--- config.mk ---
export PLATFORM = sky130hd
export DESIGN_NAME = nvsc_ctrl
export DESIGN_NICKNAME = d
export VERILOG_FILES = /design/src/rtl/nvsc_pkg.sv /design/src/rtl/nvsc_ctrl.sv
export VERILOG_INCLUDE_DIRS = /design/src /design/src/rtl
export SDC_FILE = /design/constraint.sdc
export NUM_CORES = 1
export LEC_CHECK = 0
export BUFFER_PORTS_ARGS = -buffer_cell sky130_fd_sc_hd__buf_2
export CELL_PAD_IN_SITES_DETAIL_PLACEMENT = 0
export CELL_PAD_IN_SITES_GLOBAL_PLACEMENT = 1
export CORE_MARGIN = 2
export CORE_UTILIZATION = 40
export CTS_CLUSTER_DIAMETER = 40
export DETAILED_ROUTE_END_ITERATION = 8
export PLACE_DENSITY = 0.81
export SLEW_MARGIN = 20
export SYNTH_ARGS = -nofsm -noshare
export SYNTH_HDL_FRONTEND = slang
export SYNTH_SLANG_ARGS = --single-unit
--- constraint.sdc ---
create_clock -name clock -period 2.98 [get_ports clock]
set_input_delay 0.298 -clock clock [delete_from_list [all_inputs] [get_ports clock]]
set_output_delay 0.298 -clock clock [all_outputs]
set_load 0.01 [all_outputs]
--- src/rtl/nvsc_defines.svh ---
`ifndef NVSC_DEFINES_SVH
`define NVSC_DEFINES_SVH
`define NVSC_CLK_PERIOD_NS   8
`define NVSC_T_CYC_NS        250
`define NVSC_T_AS_NS         50
`define NVSC_T_WP_NS         150
`define NVSC_T_WR_NS         25
`define NVSC_T_ACC_NS        250
`define NVSC_T_STP_NS        100
`define NVSC_T_STC_MS        10
`define NVSC_T_RCP_NS        450
`define NVSC_T_RCC_NS        1200
`define NVSC_T_ARC_NS        750
`define NVSC_CEIL(ns)        (((ns) + `NVSC_CLK_PERIOD_NS - 1) / `NVSC_CLK_PERIOD_NS)
`define NVSC_AS_CYC          `NVSC_CEIL(`NVSC_T_AS_NS)
`define NVSC_WP_CYC          `NVSC_CEIL(`NVSC_T_WP_NS)
`define NVSC_WR_CYC          `NVSC_CEIL(`NVSC_T_WR_NS)
`define NVSC_ACC_CYC         `NVSC_CEIL(`NVSC_T_ACC_NS)
`define NVSC_CYC_CYC         `NVSC_CEIL(`NVSC_T_CYC_NS)
`define NVSC_STP_CYC         `NVSC_CEIL(`NVSC_T_STP_NS)
`define NVSC_STC_CYC         `NVSC_CEIL(`NVSC_T_STC_MS * 1000000)
`define NVSC_RCP_CYC         `NVSC_CEIL(`NVSC_T_RCP_NS)
`define NVSC_RCC_CYC         `NVSC_CEIL(`NVSC_T_RCC_NS)
`define NVSC_ARC_CYC         `NVSC_CEIL(`NVSC_T_ARC_NS)
`endif

--- src/rtl/nvsc_pkg.sv ---
package nvsc_pkg;
   typedef enum logic [3:0] {
      NVSC_OP_READ   = 4'h1,
      NVSC_OP_WRITE  = 4'h2,
      NVSC_OP_STORE  = 4'h4,
      NVSC_OP_RECALL = 4'h8
   } nvsc_op_t;
   typedef enum logic [5:0] {
      NVSC_IDLE   = 6'h01,
      NVSC_SETUP  = 6'h02,
      NVSC_PULSE  = 6'h04,
      NVSC_HOLD   = 6'h08,
      NVSC_WAIT   = 6'h10,
      NVSC_DONE   = 6'h20
   } nvsc_state_t;
endpackage

--- src/rtl/nvsc_ctrl.sv ---
// Functional notes
// - Select low for access, else pins released
// - Write strobe high reads, low writes
// - Hold store high during power transitions
// - Wait 1200ns after recall start
`timescale 1ns/1ns
`include "nvsc_defines.svh"
module nvsc_ctrl
   import nvsc_pkg::*;
#(
   parameter int unsigned STC_CYCLES = `NVSC_STC_CYC
) (
   // Clock and reset
   input  wire logic                 clock,
   input  wire logic                 nrst,
   // User command port
   input  wire logic                 cmd_valid,
   input  wire nvsc_pkg::nvsc_op_t   cmd_op,
   input  wire logic [7:0]           cmd_addr,
   input  wire logic [3:0]           cmd_wdata,
   output logic                      cmd_ready,
   output logic                      rsp_valid,
   output logic [3:0]                rsp_rdata,
   // Device pins
   output logic [7:0]                word_addr,
   output logic                      sel_n,
   output logic                      wr_n,
   output logic                      store_n,
   output logic                      recall_n,
   input  wire logic [3:0]           nibble_pins_i,
   output logic [3:0]                nibble_pins_o,
   output logic                      nibble_pins_oe
);
   import nvsc_pkg::*;

   // Wide enough for the full store wait at the default clock rate
   localparam int unsigned CW = 24;

   typedef struct packed {
      // Sequencer
      nvsc_state_t   st;
      nvsc_op_t      op;
      logic [CW-1:0] cnt;
      // User side
      logic          ready;
      logic          rvalid;
      logic [3:0]    rdata;
      // Pin images
      logic [7:0]    addr;
      logic          sel_n;
      logic          wr_n;
      logic          store_n;
      logic          recall_n;
      logic [3:0]    dout;
      logic          oe;
   } nvsc_regs_t;

   nvsc_regs_t q_r;
   nvsc_regs_t q_nxt;

   // Counters run down to zero inclusive
   function automatic logic [CW-1:0] cyc(input int unsigned n);
      cyc = CW'(n - 1);
   endfunction

   always_comb begin
      q_nxt        = q_r;
      q_nxt.rvalid = 1'b0;

      case (q_r.st)
         NVSC_IDLE: begin
            // Requests arriving while busy are ignored
            if (cmd_valid && q_r.ready) begin
               q_nxt.ready = 1'b0;
               q_nxt.op    = cmd_op;
               q_nxt.addr  = cmd_addr;
               q_nxt.dout  = cmd_wdata;
               q_nxt.st    = NVSC_SETUP;
               case (cmd_op)
                  NVSC_OP_READ: begin
                     q_nxt.sel_n = 1'b0;
                     q_nxt.cnt   = cyc(`NVSC_ACC_CYC);
                     q_nxt.st    = NVSC_PULSE;
                  end

                  NVSC_OP_WRITE: begin
                     // Select held back so the device never drives into our data
                     q_nxt.cnt   = cyc(`NVSC_AS_CYC);
                  end

                  NVSC_OP_STORE: begin
                     // Recall kept high so the store is not inhibited
                     q_nxt.recall_n = 1'b1;
                     q_nxt.store_n  = 1'b0;
                     q_nxt.cnt      = cyc(`NVSC_STP_CYC);
                     q_nxt.st       = NVSC_PULSE;
                  end

                  default: begin
                     q_nxt.recall_n = 1'b0;
                     q_nxt.cnt      = cyc(`NVSC_RCP_CYC);
                     q_nxt.st       = NVSC_PULSE;
                  end
               endcase
            end
         end

         NVSC_SETUP: begin
            // Address settles before select and strobe fall together
            if (q_r.cnt == '0) begin
               q_nxt.sel_n = 1'b0;
               q_nxt.wr_n  = 1'b0;
               q_nxt.oe    = 1'b1;
               q_nxt.cnt   = cyc(`NVSC_WP_CYC);
               q_nxt.st    = NVSC_PULSE;
            end else begin
               q_nxt.cnt = q_r.cnt - 1'b1;
            end
         end

         NVSC_PULSE: begin
            // Strobes rise here, and select for reads; counts set the recovery
            if (q_r.cnt == '0) begin
               q_nxt.st = NVSC_HOLD;
               case (q_r.op)
                  NVSC_OP_READ: begin
                     // Sampled at the last cycle of the access window
                     q_nxt.rdata = nibble_pins_i;
                     q_nxt.sel_n = 1'b1;
                     q_nxt.cnt   = cyc(`NVSC_WR_CYC);
                  end

                  NVSC_OP_WRITE: begin
                     q_nxt.wr_n = 1'b1;
                     q_nxt.cnt  = cyc(`NVSC_WR_CYC);
                  end

                  NVSC_OP_STORE: begin
                     // Device finishes the store on its own
                     q_nxt.store_n = 1'b1;
                     q_nxt.cnt     = CW'(STC_CYCLES);
                  end

                  default: begin
                     // Wait covers the recall cycle and recalled-data access
                     q_nxt.recall_n = 1'b1;
                     q_nxt.cnt      = cyc(`NVSC_RCC_CYC - `NVSC_RCP_CYC);
                  end
               endcase
            end else begin
               q_nxt.cnt = q_r.cnt - 1'b1;
            end
         end

         NVSC_HOLD: begin
            // Drive ends one cycle after the strobe, before the device turns on
            q_nxt.oe = 1'b0;
            if (q_r.cnt == '0) begin
               q_nxt.sel_n = 1'b1;
               q_nxt.st    = NVSC_DONE;
            end else begin
               q_nxt.cnt = q_r.cnt - 1'b1;
            end
         end

         NVSC_DONE: begin
            // Ready returns with the response pulse
            q_nxt.rvalid = 1'b1;
            q_nxt.ready  = 1'b1;
            q_nxt.st     = NVSC_IDLE;
         end

         default: begin
            // Stray encoding falls back to idle
            q_nxt.st = NVSC_IDLE;
         end
      endcase
   end

   // Every output below is a flop image
   always_ff @(posedge clock) begin
      if (!nrst) begin
         q_r          <= '0;
         q_r.st       <= NVSC_IDLE;
         q_r.op       <= NVSC_OP_READ;
         q_r.ready    <= 1'b1;
         q_r.sel_n    <= 1'b1;
         q_r.wr_n     <= 1'b1;
         // Store held high so power-up starts no store
         q_r.store_n  <= 1'b1;
         q_r.recall_n <= 1'b1;
      end else begin
         q_r <= q_nxt;
      end
   end

   // User side
   assign cmd_ready      = q_r.ready;
   assign rsp_valid      = q_r.rvalid;
   assign rsp_rdata      = q_r.rdata;
   // Device pins
   assign word_addr      = q_r.addr;
   assign sel_n          = q_r.sel_n;
   assign wr_n           = q_r.wr_n;
   assign store_n        = q_r.store_n;
   assign recall_n       = q_r.recall_n;
   assign nibble_pins_o  = q_r.dout;
   assign nibble_pins_oe = q_r.oe;
endmodule

### Word-level counts from Yosys, hierarchy flattened

Cells that the tools add are included.

| word-level totals | value |
|---|---|
| bits in registers | 57 |
| input port bits | 23 |
| output and inout bits | 23 |
| word-level logic and storage cells | 87 |

| operators by class | value |
|---|---|
| add/subtract/negate cells | 1 |
| equal/unequal tests | 23 |
| mux-type cells | 30 |
| reduce and logical (&&, ||, !) cells | 20 |

Operators with widths:

| kind | count |
|---|---|
| one-hot mux 24 bit (4 select lines) | 1 |
| two-way mux 24 bit | 3 |
| one-hot mux 21 bit (2 select lines) | 1 |
| two-way mux 35 bit | 1 |
| logical NOT 24 bit | 1 |
| two-way mux 6 bit | 4 |
| one-hot mux 6 bit (4 select lines) | 1 |
| subtractor 24 x 1 -> 24 bit, second input constant | 1 |
| one-hot mux 6 bit (3 select lines) | 1 |
| inequality test 2 bit, second input constant | 7 |
| inequality test 2 x 1 -> 1 bit, second input constant | 5 |
| AND reduction 5 bit | 2 |
| two-way mux 1 bit | 9 |
| equality test 4 x 1 -> 1 bit, second input constant | 2 |
| equality test 4 x 2 -> 1 bit, second input constant | 2 |
| equality test 4 x 3 -> 1 bit, second input constant | 2 |
| one-hot mux 1 bit (2 select lines) | 4 |
| AND reduction 4 bit | 2 |
| nonzero test 2 bit | 4 |
| AND reduction 7 bit | 1 |
| equality test 6 x 1 -> 1 bit, second input constant | 1 |
| equality test 6 x 2 -> 1 bit, second input constant | 1 |
| equality test 6 x 3 -> 1 bit, second input constant | 1 |
| equality test 6 x 4 -> 1 bit, second input constant | 1 |
| other kinds (12) | 16 |

### Depth between registers and ports, before layout

Gate-level depths: netlist of the first run.

| depth | value |
|---|---|
| depth in word-level cells | 5 |
| gate-level depth with buffers | 10 |

### Least setup slack after synthesis of the first run

Ideal clock, no wire load.

| path | value |
|---|---|
| kind | register -> register |
| start point | register q_r[23] (netlist bit) |
| end point | register q_r[29] (netlist bit) |
| data arrival time | 2238 ps |
| data required time | 2863 ps |
| slack | 626 ps |
| stages on the path, launching flop included | 10 |
| path buffers | 2 |
| period minus slack after synthesis | 2354 ps |
| cells stage by stage | dfxtp_1 > inv_1 > ha_1 > or4b_1 > nor4b_4 > and3_1 > buf_2 > buf_4 > o21ai_0 > a22o_1 |

| on the way | value |
|---|---|
| longest elaborated chain between the ends | 3 |

RTL lines:

| what | line | RTL |
|---|---|---|
| start: declaration | nvsc_ctrl.sv:58 | `nvsc_regs_t q_r;` |
| start signal: assignment | nvsc_ctrl.sv:193 | `q_r <= q_nxt;` |
| subtractor 24 x 1 -> 24 bit / logical NOT 24 bit (equally long branches) | n/a |  |
| two-way mux 24 bit (tied with other cells) | nvsc_ctrl.sv:158 | `if (q_r.cnt == '0) begin` |
| one-hot mux 24 bit (4 select lines) / AND reduction 3 bit (equally long branches) | n/a |  |

Several ways; a longest one is shown, not always the timed one. The select of a mux whose other input is x is not followed.
A chain may end at the register's enable or synchronous reset.

### Worst setup path in the final report of the first run

| path | value |
|---|---|
| start point | register q_r[23] (netlist bit) |
| end point | register q_r[35] (netlist bit) |

Same word-level chain as after synthesis.

==> results.txt, run 1 <==
----------------------------------------------------
[Run]
  Maximum Capacitance Violations ... 0

[Critical path]
  Total buffers and inverters traversed by the critical path ... 1
  Cell family with the largest share of critical-path delay ... simple AND/OR/NAND/NOR gates
  Worst Path Max Fanout ... 9
  Critical Path End Type ... flip-flop
  Crit path largest cell delay ... 0.57 ns
  Critical path startpoint category ... flip-flop
  WP data arrival ... 2.85 ns
  Crit-path slowest cell ... sky130_fd_sc_hd__or4b_1
  Critical setup path kind ... reg2reg
  Worst-path cell chain ... inv_1 > ha_1 > or4b_1 > nor4b_4 > nand2_2 > a31oi_2 > nor3_1 > a211o_1
  CP required ... 3.20 ns

[Synth]
  Most frequent cell after synthesis ... sky130_fd_sc_hd__nand2_1
  Post-Synthesis Net Count ... 404
  Area fraction in compound gates after synthesis ... 0.163
  Post-synth EDFFs ... 0
  Largest area contributor in the synthesized netlist ... sky130_fd_sc_hd__dfxtp_1
  Cells after synthesis ... 380
  Adder-cell share of the synthesized area ... 0.00407
  Dominant combinational cell family by area after synthesis ... simple AND/OR/NAND/NOR gates
  Mapped cell area ... 3070 sq um
  Avg Inst Size Synth ... 8.09 sq um
  Mux share of post-synthesis cell area ... 0.0163
  Unique cell type count in the Yosys netlist ... 57
  Main area contributors after synthesis ... sky130_fd_sc_hd__dfxtp_1, sky130_fd_sc_hd__nand2_1, sky130_fd_sc_hd__nor2_1, sky130_fd_sc_hd__a21oi_1, sky130_fd_sc_hd__buf_4
  Async set-reset flop share out of synthesis ... 0
  Ys Warns ... 0
  Sequential fraction of the synthesis area ... 0.365
  Area share of the leading cell type in the synthesized netlist ... 0.365
  Commonest cells in the synthesized netlist ... sky130_fd_sc_hd__nand2_1, sky130_fd_sc_hd__dfxtp_1, sky130_fd_sc_hd__nor2_1
  Number of register bits inferred by synthesis ... 56
  Commonest register cell after synthesis ... sky130_fd_sc_hd__dfxtp_1
  Synthesized-area fraction occupied by xor and xnor cells ... 0.0541
  Simple logic cell fraction of the synthesized area ... 0.315

[Timing]
  Hold slack final ... 0.200 ns
  Number of pins exceeding their max-slew limit in the final report ... 0
  Shortest period the worst path allows ... 2.63 ns
  Part of the cycle the worst path needs ... 0.883
  Achievable frequency ... 380 MHz
  Post-route worst setup slack ... 0.349 ns
  Count of final setup violators ... 0
  Final TNS setup ... 0 ns
  Final-report hold violation count ... 0
  Setup repair after global routing missed its margin ... false
  Worst Max-Slew Pin Slew ... 0.487 ns
  Final worst clock skew ... 0.00965 ns
  Slew headroom ... 0.674

[Pwr]
  Pwr Density ... 544 nW/um^2
  Post-route total power ... 0.00184 W
  Maximum resistive drop on vdd ... 266 uV
  Static Leakage ... 1.38 nW

[Global route]
  Maximum number of pins on one net before global-route repair ... 30
  Number of global-route vias before repair ... 2521
  First-pass GRT wire length ... 12.5 mm
  Antenna violations before repair ... 0
  GRT Residual Overflow ... 0
  Global routing usage summed across all routing layers ... 0.184

[Detailed routing]
  DRC errors left ... 0
  Number of optimization iterations in the first detailed-route pass ... 4
  Routed vias ... 2699
  Aggregate routed wire length ... 7.42 mm
  Wire per inst ... 14.6 um
  Number of nets with antenna violations after routing ... 0
  Via density per instance ... 5.30
  Number of DRC markers in iteration 0 ... 166

[CTS]
  Clock buffer depth ... 2
  Buffer cell driving the clock tree root ... sky130_fd_sc_hd__clkbuf_8
  Worst-Skew Late Latency ... 0.32 ns
  Clock-pin slew on the worst setup and hold paths ... 0.11 ns
  Number of clock buffers inserted by TritonCTS ... 5
  Number of H-tree branching levels ... 2
  Post-CTS Setup Repair Bufs ... 0
  CTS tree ... done
  CTS-repair resized insts ... 0
  Num Clock Sinks ... 56
  Hold-fix buffers at CTS ... 0

[Floorplan]
  Initial Util ... 0.419
  Die outline width ... 91.7 um
  Floorplan die area ... 8400 sq um
  # IOs ... 46
  Die outline height ... 91.7 um
  Core ar. ... 7330 sq um
  Row count ... 31

[Finish]
  Area growth from synthesis to layout ... 10.1%
  Layout Nets ... 433
  Share of final-layout standard cells stronger than drive strength 1 ... 0.212
  Utilization after layout ... 0.462
  Number of diodes ... 0

[Placed design]
  Port Buf Inserts ... 45
  Final RePlAce weighted congestion ... 0.915
  Half-perimeter wire length after placement ... 5.37 mm
  Setup Slack @ Placement ... 0.365 ns

[Status]
  Status ... completed

[Min path]
  Hold crit path type ... in2reg

----------------------------------------------------
==> path summary, 6_finish.rpt <==
kind                                                    start                             to  slack, ns  depth (start not counted)
worst max register to register           q_r[23]$_SDFFE_PN0P_           q_r[35]$_SDFFE_PN0P_       0.35                          8
worst min register to register  nibble_pins_o[2]$_SDFFE_PN0P_  nibble_pins_o[2]$_SDFFE_PN0P_       0.46                          2
worst min-delay path                              cmd_addr[5]      word_addr[5]$_SDFFE_PN0P_       0.20                          3
worst max-delay path                     q_r[23]$_SDFFE_PN0P_           q_r[35]$_SDFFE_PN0P_       0.35                          8
==> worst register-to-register path: cells and delay by family (launching register included) <==
kind                     cells  cell delay [ns]
AO/OA/AOI/OAI                2             0.69
adder cells (fa/ha/maj)      1             0.22
buffers and inverters        1             0.08
flip-flops                   1             0.35
AND/OR/NAND/NOR              4             1.20
==> sequential cells by signal (all words and copies together) (netlist names) <==
register	flops
recall_n	1
nibble_pins_o	4
cmd_ready	1
word_addr	8
wr_n	1
rsp_rdata	4
nibble_pins_oe	1
rsp_valid	1
sel_n	1
store_n	1
q_r	33
==> layout make-up <==
type / count / area (sq um)
clock inverter: 3 / 26.3
tap: 99 / 124
multi-input combinational: 280 / 1700
inverter: 9 / 33.8
sequential: 56 / 1120
timing repair buffer: 57 / 315
fill: 724 / 3950
clock buffer: 5 / 68.8
==> layer usage <==
metal	routed length [um]	up-vias	part of all wire	track usage
met3	370	6	0.050	0.0238
met5	0	-	0	0
met2	3330	56	0.45	0.290
li1	-	1385	-	-
met1	3640	1252	0.49	0.266
met4	70	0	0.0094	0.0467
==> through the flow <==
stage | std cells | cell area (sq um)
after global routing | 509 | 3390
final | 509 | 3390
after global placement | 501 | 3290
after detailed placement | 501 | 3290
after CTS | 509 | 3390
after floorplan | 380 | 3070
==> cell usage in the layout, fill, tap and decap left out, drive strengths merged, types with 2 or more instances in the layout <==
| cell type | n |
|---|---|
| clkinvlp | 2 |
| nand3b | 3 |
| buf | 57 |
| o211ai | 4 |
| nor4 | 11 |
| xor2 | 6 |
| or3 | 5 |
| nor3 | 21 |
| nor4b | 3 |
| a31oi | 4 |
| mux2i | 5 |
| a211oi | 2 |
| o22ai | 5 |
| nand2 | 60 |
| clkbuf | 5 |
| dfxtp | 56 |
| o21ai | 19 |
| nor2b | 2 |
| nand3 | 8 |
| inv | 10 |
| xnor2 | 13 |
| a211o | 3 |
| nor2 | 39 |
| o2bb2ai | 2 |
| and3 | 3 |
| a21oi | 27 |
| o31ai | 4 |
| or4 | 8 |
| or2 | 5 |
| and2 | 2 |
==> power by group <==
group	switching [W]	internal [W]	total (W)
clock	0.000278	0.000172	0.000449
sequential	0.0000420	0.000792	0.000834
combinational	0.000334	0.000226	0.000560
==> logic make-up (layout without fill, tap and decap cells) <==
logic type,Yosys count,in the layout
AND/OR/NAND/NOR,175,175
multiplexers,5,5
AO/OA/AOI/OAI,80,80
buffers and inverters,44,74
adder cells (fa/ha/maj),1,1
flip-flops,56,56
XOR/XNOR,19,19
No activity file was read; power rests on OpenSTA's default activity.
==> run 2: changes to the inputs <==
--- a/config.mk
+++ b/config.mk
@@ -11,9 +11,9 @@
 export CELL_PAD_IN_SITES_GLOBAL_PLACEMENT = 1
 export CORE_MARGIN = 2
 export CORE_UTILIZATION = 40
-export CTS_CLUSTER_DIAMETER = 40
 export DETAILED_ROUTE_END_ITERATION = 8
 export PLACE_DENSITY = 0.81
+export REMOVE_ABC_BUFFERS = 1
 export SLEW_MARGIN = 20
 export SYNTH_ARGS = -nofsm -noshare
 export SYNTH_HDL_FRONTEND = slang
==> run 2 against run 1 <==
Core utilization is essentially flat. Fmax shrank 0.73%. Combinational power shrank 0.9%. Wire length shrank 0.30%. Clock power grew 21%. Register-to-register slack lost 0.02 ns. Via count grew 1.7%. Final cell count shrank 0.79%. Critical path type unchanged. Largest power group unchanged.
==> results.txt, run 2 (same netlist as run 1, synthesis figures left out) <==
----------------------------------------------------
[Min path]
  Worst Hold Depth ... 3 (unchanged)
  Hold Crit Start ... cmd_wdata[3]
  Hold EP ... nibble_pins_o[3]$_SDFFE_PN0P_
  Hold crit path type ... in2reg

[Critical path]
  Worst-path cell chain ... inv_1 > ha_1 > or4b_1 > nor4b_4 > nand2_2 > a31oi_2 > nor3_1 > a211o_1
  WP data arrival ... 2.86 ns (about the same)
  Crit-path slowest cell ... sky130_fd_sc_hd__or4b_1
  Critical Path End Type ... flip-flop
  CP required ... 3.19 ns (about the same)
  Launch point of the worst reg-to-reg path ... q_r[23]$_SDFFE_PN0P_
  End of the worst register-to-register path ... q_r[35]$_SDFFE_PN0P_
  Worst reg2reg setup slack ... 0.33 ns (-0.02 ns)
  Cell count of the worst reg-to-reg path ... 8 (unchanged)
  Worst Path Max Fanout ... 9 (unchanged)
  Crit path largest cell delay ... 0.57 ns (about the same)
  Critical path startpoint category ... flip-flop
  Critical setup path kind ... reg2reg

[CTS]
  Clock buffer depth ... 2 (unchanged)
  Hold-fix buffers at CTS ... 0 (unchanged)
  CTS tree ... done
  Number of H-tree branching levels ... 2 (unchanged)
  Buffer cell driving the clock tree root ... sky130_fd_sc_hd__clkbuf_8
  Post-CTS Setup Repair Bufs ... 0 (unchanged)
  CTS-repair resized insts ... 0 (unchanged)
  Num Clock Sinks ... 56 (unchanged)
  Clock-pin slew on the worst setup and hold paths ... 0.10 ns (about the same)
  Number of clock buffers inserted by TritonCTS ... 5 (unchanged)
  Worst-Skew Late Latency ... 0.31 ns (about the same)

[Finish]
  Area of the multi-input gates ... 1700 sq um (unchanged)
  Most common cell after layout, fill and taps aside ... sky130_fd_sc_hd__nand2_1
  Share of final-layout standard cells stronger than drive strength 1 ... 0.204 (-0.00776)
  Count of placed standard cells in the final layout, fillers left out ... 505 (-0.79%)
  Area growth from synthesis to layout ... 10.2% (about the same)
  Max FFs per register ... 33 (unchanged)
  Fill count ... 722 (-0.28%)
  Combined flip-flop and latch cell area ... 1120 sq um (unchanged)
  Number of diodes ... 0 (unchanged)
  Area of all placed cells without fillers ... 3390 sq um (about the same)
  Top reg by flops ... q_r
  Leading cell types in the layout, fill and taps excluded ... sky130_fd_sc_hd__nand2_1, sky130_fd_sc_hd__dfxtp_1, sky130_fd_sc_hd__buf_2
  Layout Nets ... 429 (-0.92%)

[Floorplan]
  Row count ... 31 (unchanged)
  Core ar. ... 7330 sq um (unchanged)
  Initial Util ... 0.419 (unchanged)
  # IOs ... 46 (unchanged)
  Die outline height ... 91.7 um (unchanged)
  Floorplan die area ... 8400 sq um (unchanged)
  Die outline width ... 91.7 um (unchanged)

[Timing]
  Final TNS setup ... 0 ns (unchanged)
  Slew headroom ... 0.552 (-0.121)
  Number of pins exceeding their max-slew limit in the final report ... 0 (unchanged)
  Part of the cycle the worst path needs ... 0.889 (+0.00651)
  Final worst clock skew ... 0.00698 ns (-0.00267 ns)
  Final-report hold violation count ... 0 (unchanged)
  Setup repair after global routing missed its margin ... false
  Achievable frequency ... 377 MHz (-0.73%)
  Count of final setup violators ... 0 (unchanged)
  Worst Max-Slew Pin Slew ... 0.669 ns (+0.182 ns)
  Shortest period the worst path allows ... 2.65 ns (+0.0194 ns)

[Detailed routing]
  Via density per instance ... 5.44 (+2.5%)
  DRC errors left ... 0 (unchanged)
  Aggregate routed wire length ... 7.39 mm (-0.30%)
  Wire per inst ... 14.6 um (+0.49%)
  Number of optimization iterations in the first detailed-route pass ... 4 (unchanged)
  Routed vias ... 2746 (+1.7%)
  Number of nets with antenna violations after routing ... 0 (unchanged)
  Number of DRC markers in iteration 0 ... 214 (+29%)

[Global route]
  GRT met3 Usage ... 0.0296 (+0.00575)
  Antenna violations before repair ... 0 (unchanged)
  Global routing usage summed across all routing layers ... 0.183 (-0.00123)
  First-pass GRT wire length ... 12.6 mm (+0.17%)
  GRT Residual Overflow ... 0 (unchanged)
  Maximum number of pins on one net before global-route repair ... 30 (unchanged)
  Number of global-route vias before repair ... 2567 (+1.8%)
  Met2 usage in global routing ... 0.285 (-0.00551)
  Most congested layer reported by global routing ... met2
  Met1 routing resource usage after global routing ... 0.262 (-0.00395)

[Placed design]
  Post-place instance area ... 3260 sq um (-0.91%)
  Final RePlAce weighted congestion ... 0.912 (-0.30%)
  Port Buf Inserts ... 45 (unchanged)
  Cell Count Post-Placement ... 497 (-0.80%)
  Half-perimeter wire length after placement ... 5.40 mm (+0.44%)

[Pwr]
  Maximum resistive drop on vdd ... 262 uV (-1.4%)
  Static Leakage ... 1.38 nW (+0.32%)
  Pwr Density ... 570 nW/um^2 (+4.8%)
  Post-route total power ... 0.00193 W (+4.8%)

[Run]
  Maximum Capacitance Violations ... 0 (unchanged)

[Status]
  Status ... completed

----------------------------------------------------
-- run 2: cell types whose count changed in the layout (fill, tap and decap cells not counted) --
cell,delta
sky130_fd_sc_hd__clkinvlp_4,-2
sky130_fd_sc_hd__inv_8,-1
sky130_fd_sc_hd__buf_4,-4
sky130_fd_sc_hd__clkbuf_8,+2
sky130_fd_sc_hd__bufinv_16,+1
-- run 2: critical path: cells and delay by family, from the launching register on --
family / cells / cell delay (ns)
adder cells (fa/ha/maj): 1 / 0.21
AO/OA/AOI/OAI: 2 / 0.69
AND/OR/NAND/NOR: 4 / 1.23
buffers and inverters: 1 / 0.08
flip-flops: 1 / 0.34
-- run 2: worst max path at each step --
stage                                     from                   end  slack (ns)
after floorplan           q_r[23]$_SDFFE_PN0P_  q_r[31]$_SDFFE_PN0P_        0.19
after global placement    q_r[23]$_SDFFE_PN0P_  q_r[35]$_SDFFE_PN0P_        0.46
after detailed placement  q_r[23]$_SDFFE_PN0P_  q_r[35]$_SDFFE_PN0P_        0.35
after CTS                 q_r[23]$_SDFFE_PN0P_  q_r[35]$_SDFFE_PN0P_        0.33
after global routing      q_r[23]$_SDFFE_PN0P_  q_r[35]$_SDFFE_PN0P_        0.16
final                     q_r[23]$_SDFFE_PN0P_  q_r[35]$_SDFFE_PN0P_        0.33
-- run 2: report_power, final --
group	leakage, nW	total, W	switching [W]	internal [W]
Combinational	0.860	0.000555	0.000337	0.000219
Clock	0.0645	0.000542	0.000245	0.000297
Sequential	0.456	0.000835	0.0000427	0.000792
Total	1.38	0.00193	0.000624	0.00131
-- run 2: area by class of cell --
| cell class | count | area share |
|---|---|---|
| Inverter | 9 | 0.00997 |
| Clock inverter | 1 | 0.00887 |
| Sequential cell | 56 | 0.331 |
| Multi-Input combinational cell | 280 | 0.501 |
| Clock buffer | 7 | 0.0284 |
| Timing Repair Buffer | 53 | 0.0842 |
| Tap cell | 99 | 0.0366 |
-- run 2: routing by layer --
metal / vias to the layer above / share of wire / wire length [um]
li1: 1378 / - / -
met1: 1283 / 0.49 / 3660
met2: 74 / 0.44 / 3260
met3: 11 / 0.049 / 362
met4: 0 / 0.016 / 116
met5: - / 0 / 0
-- run 2: metrics by stage --
step / setup slack, ns / util / hold slack, ns
floorplan: 0.192 / - / 0.360
global placement: 0.463 / 0.445 / 0.439
detailed placement: 0.349 / 0.445 / 0.447
CTS: 0.331 / 0.462 / 0.205
global route: 0.160 / 0.462 / 0.214
finish: 0.329 / 0.462 / 0.211
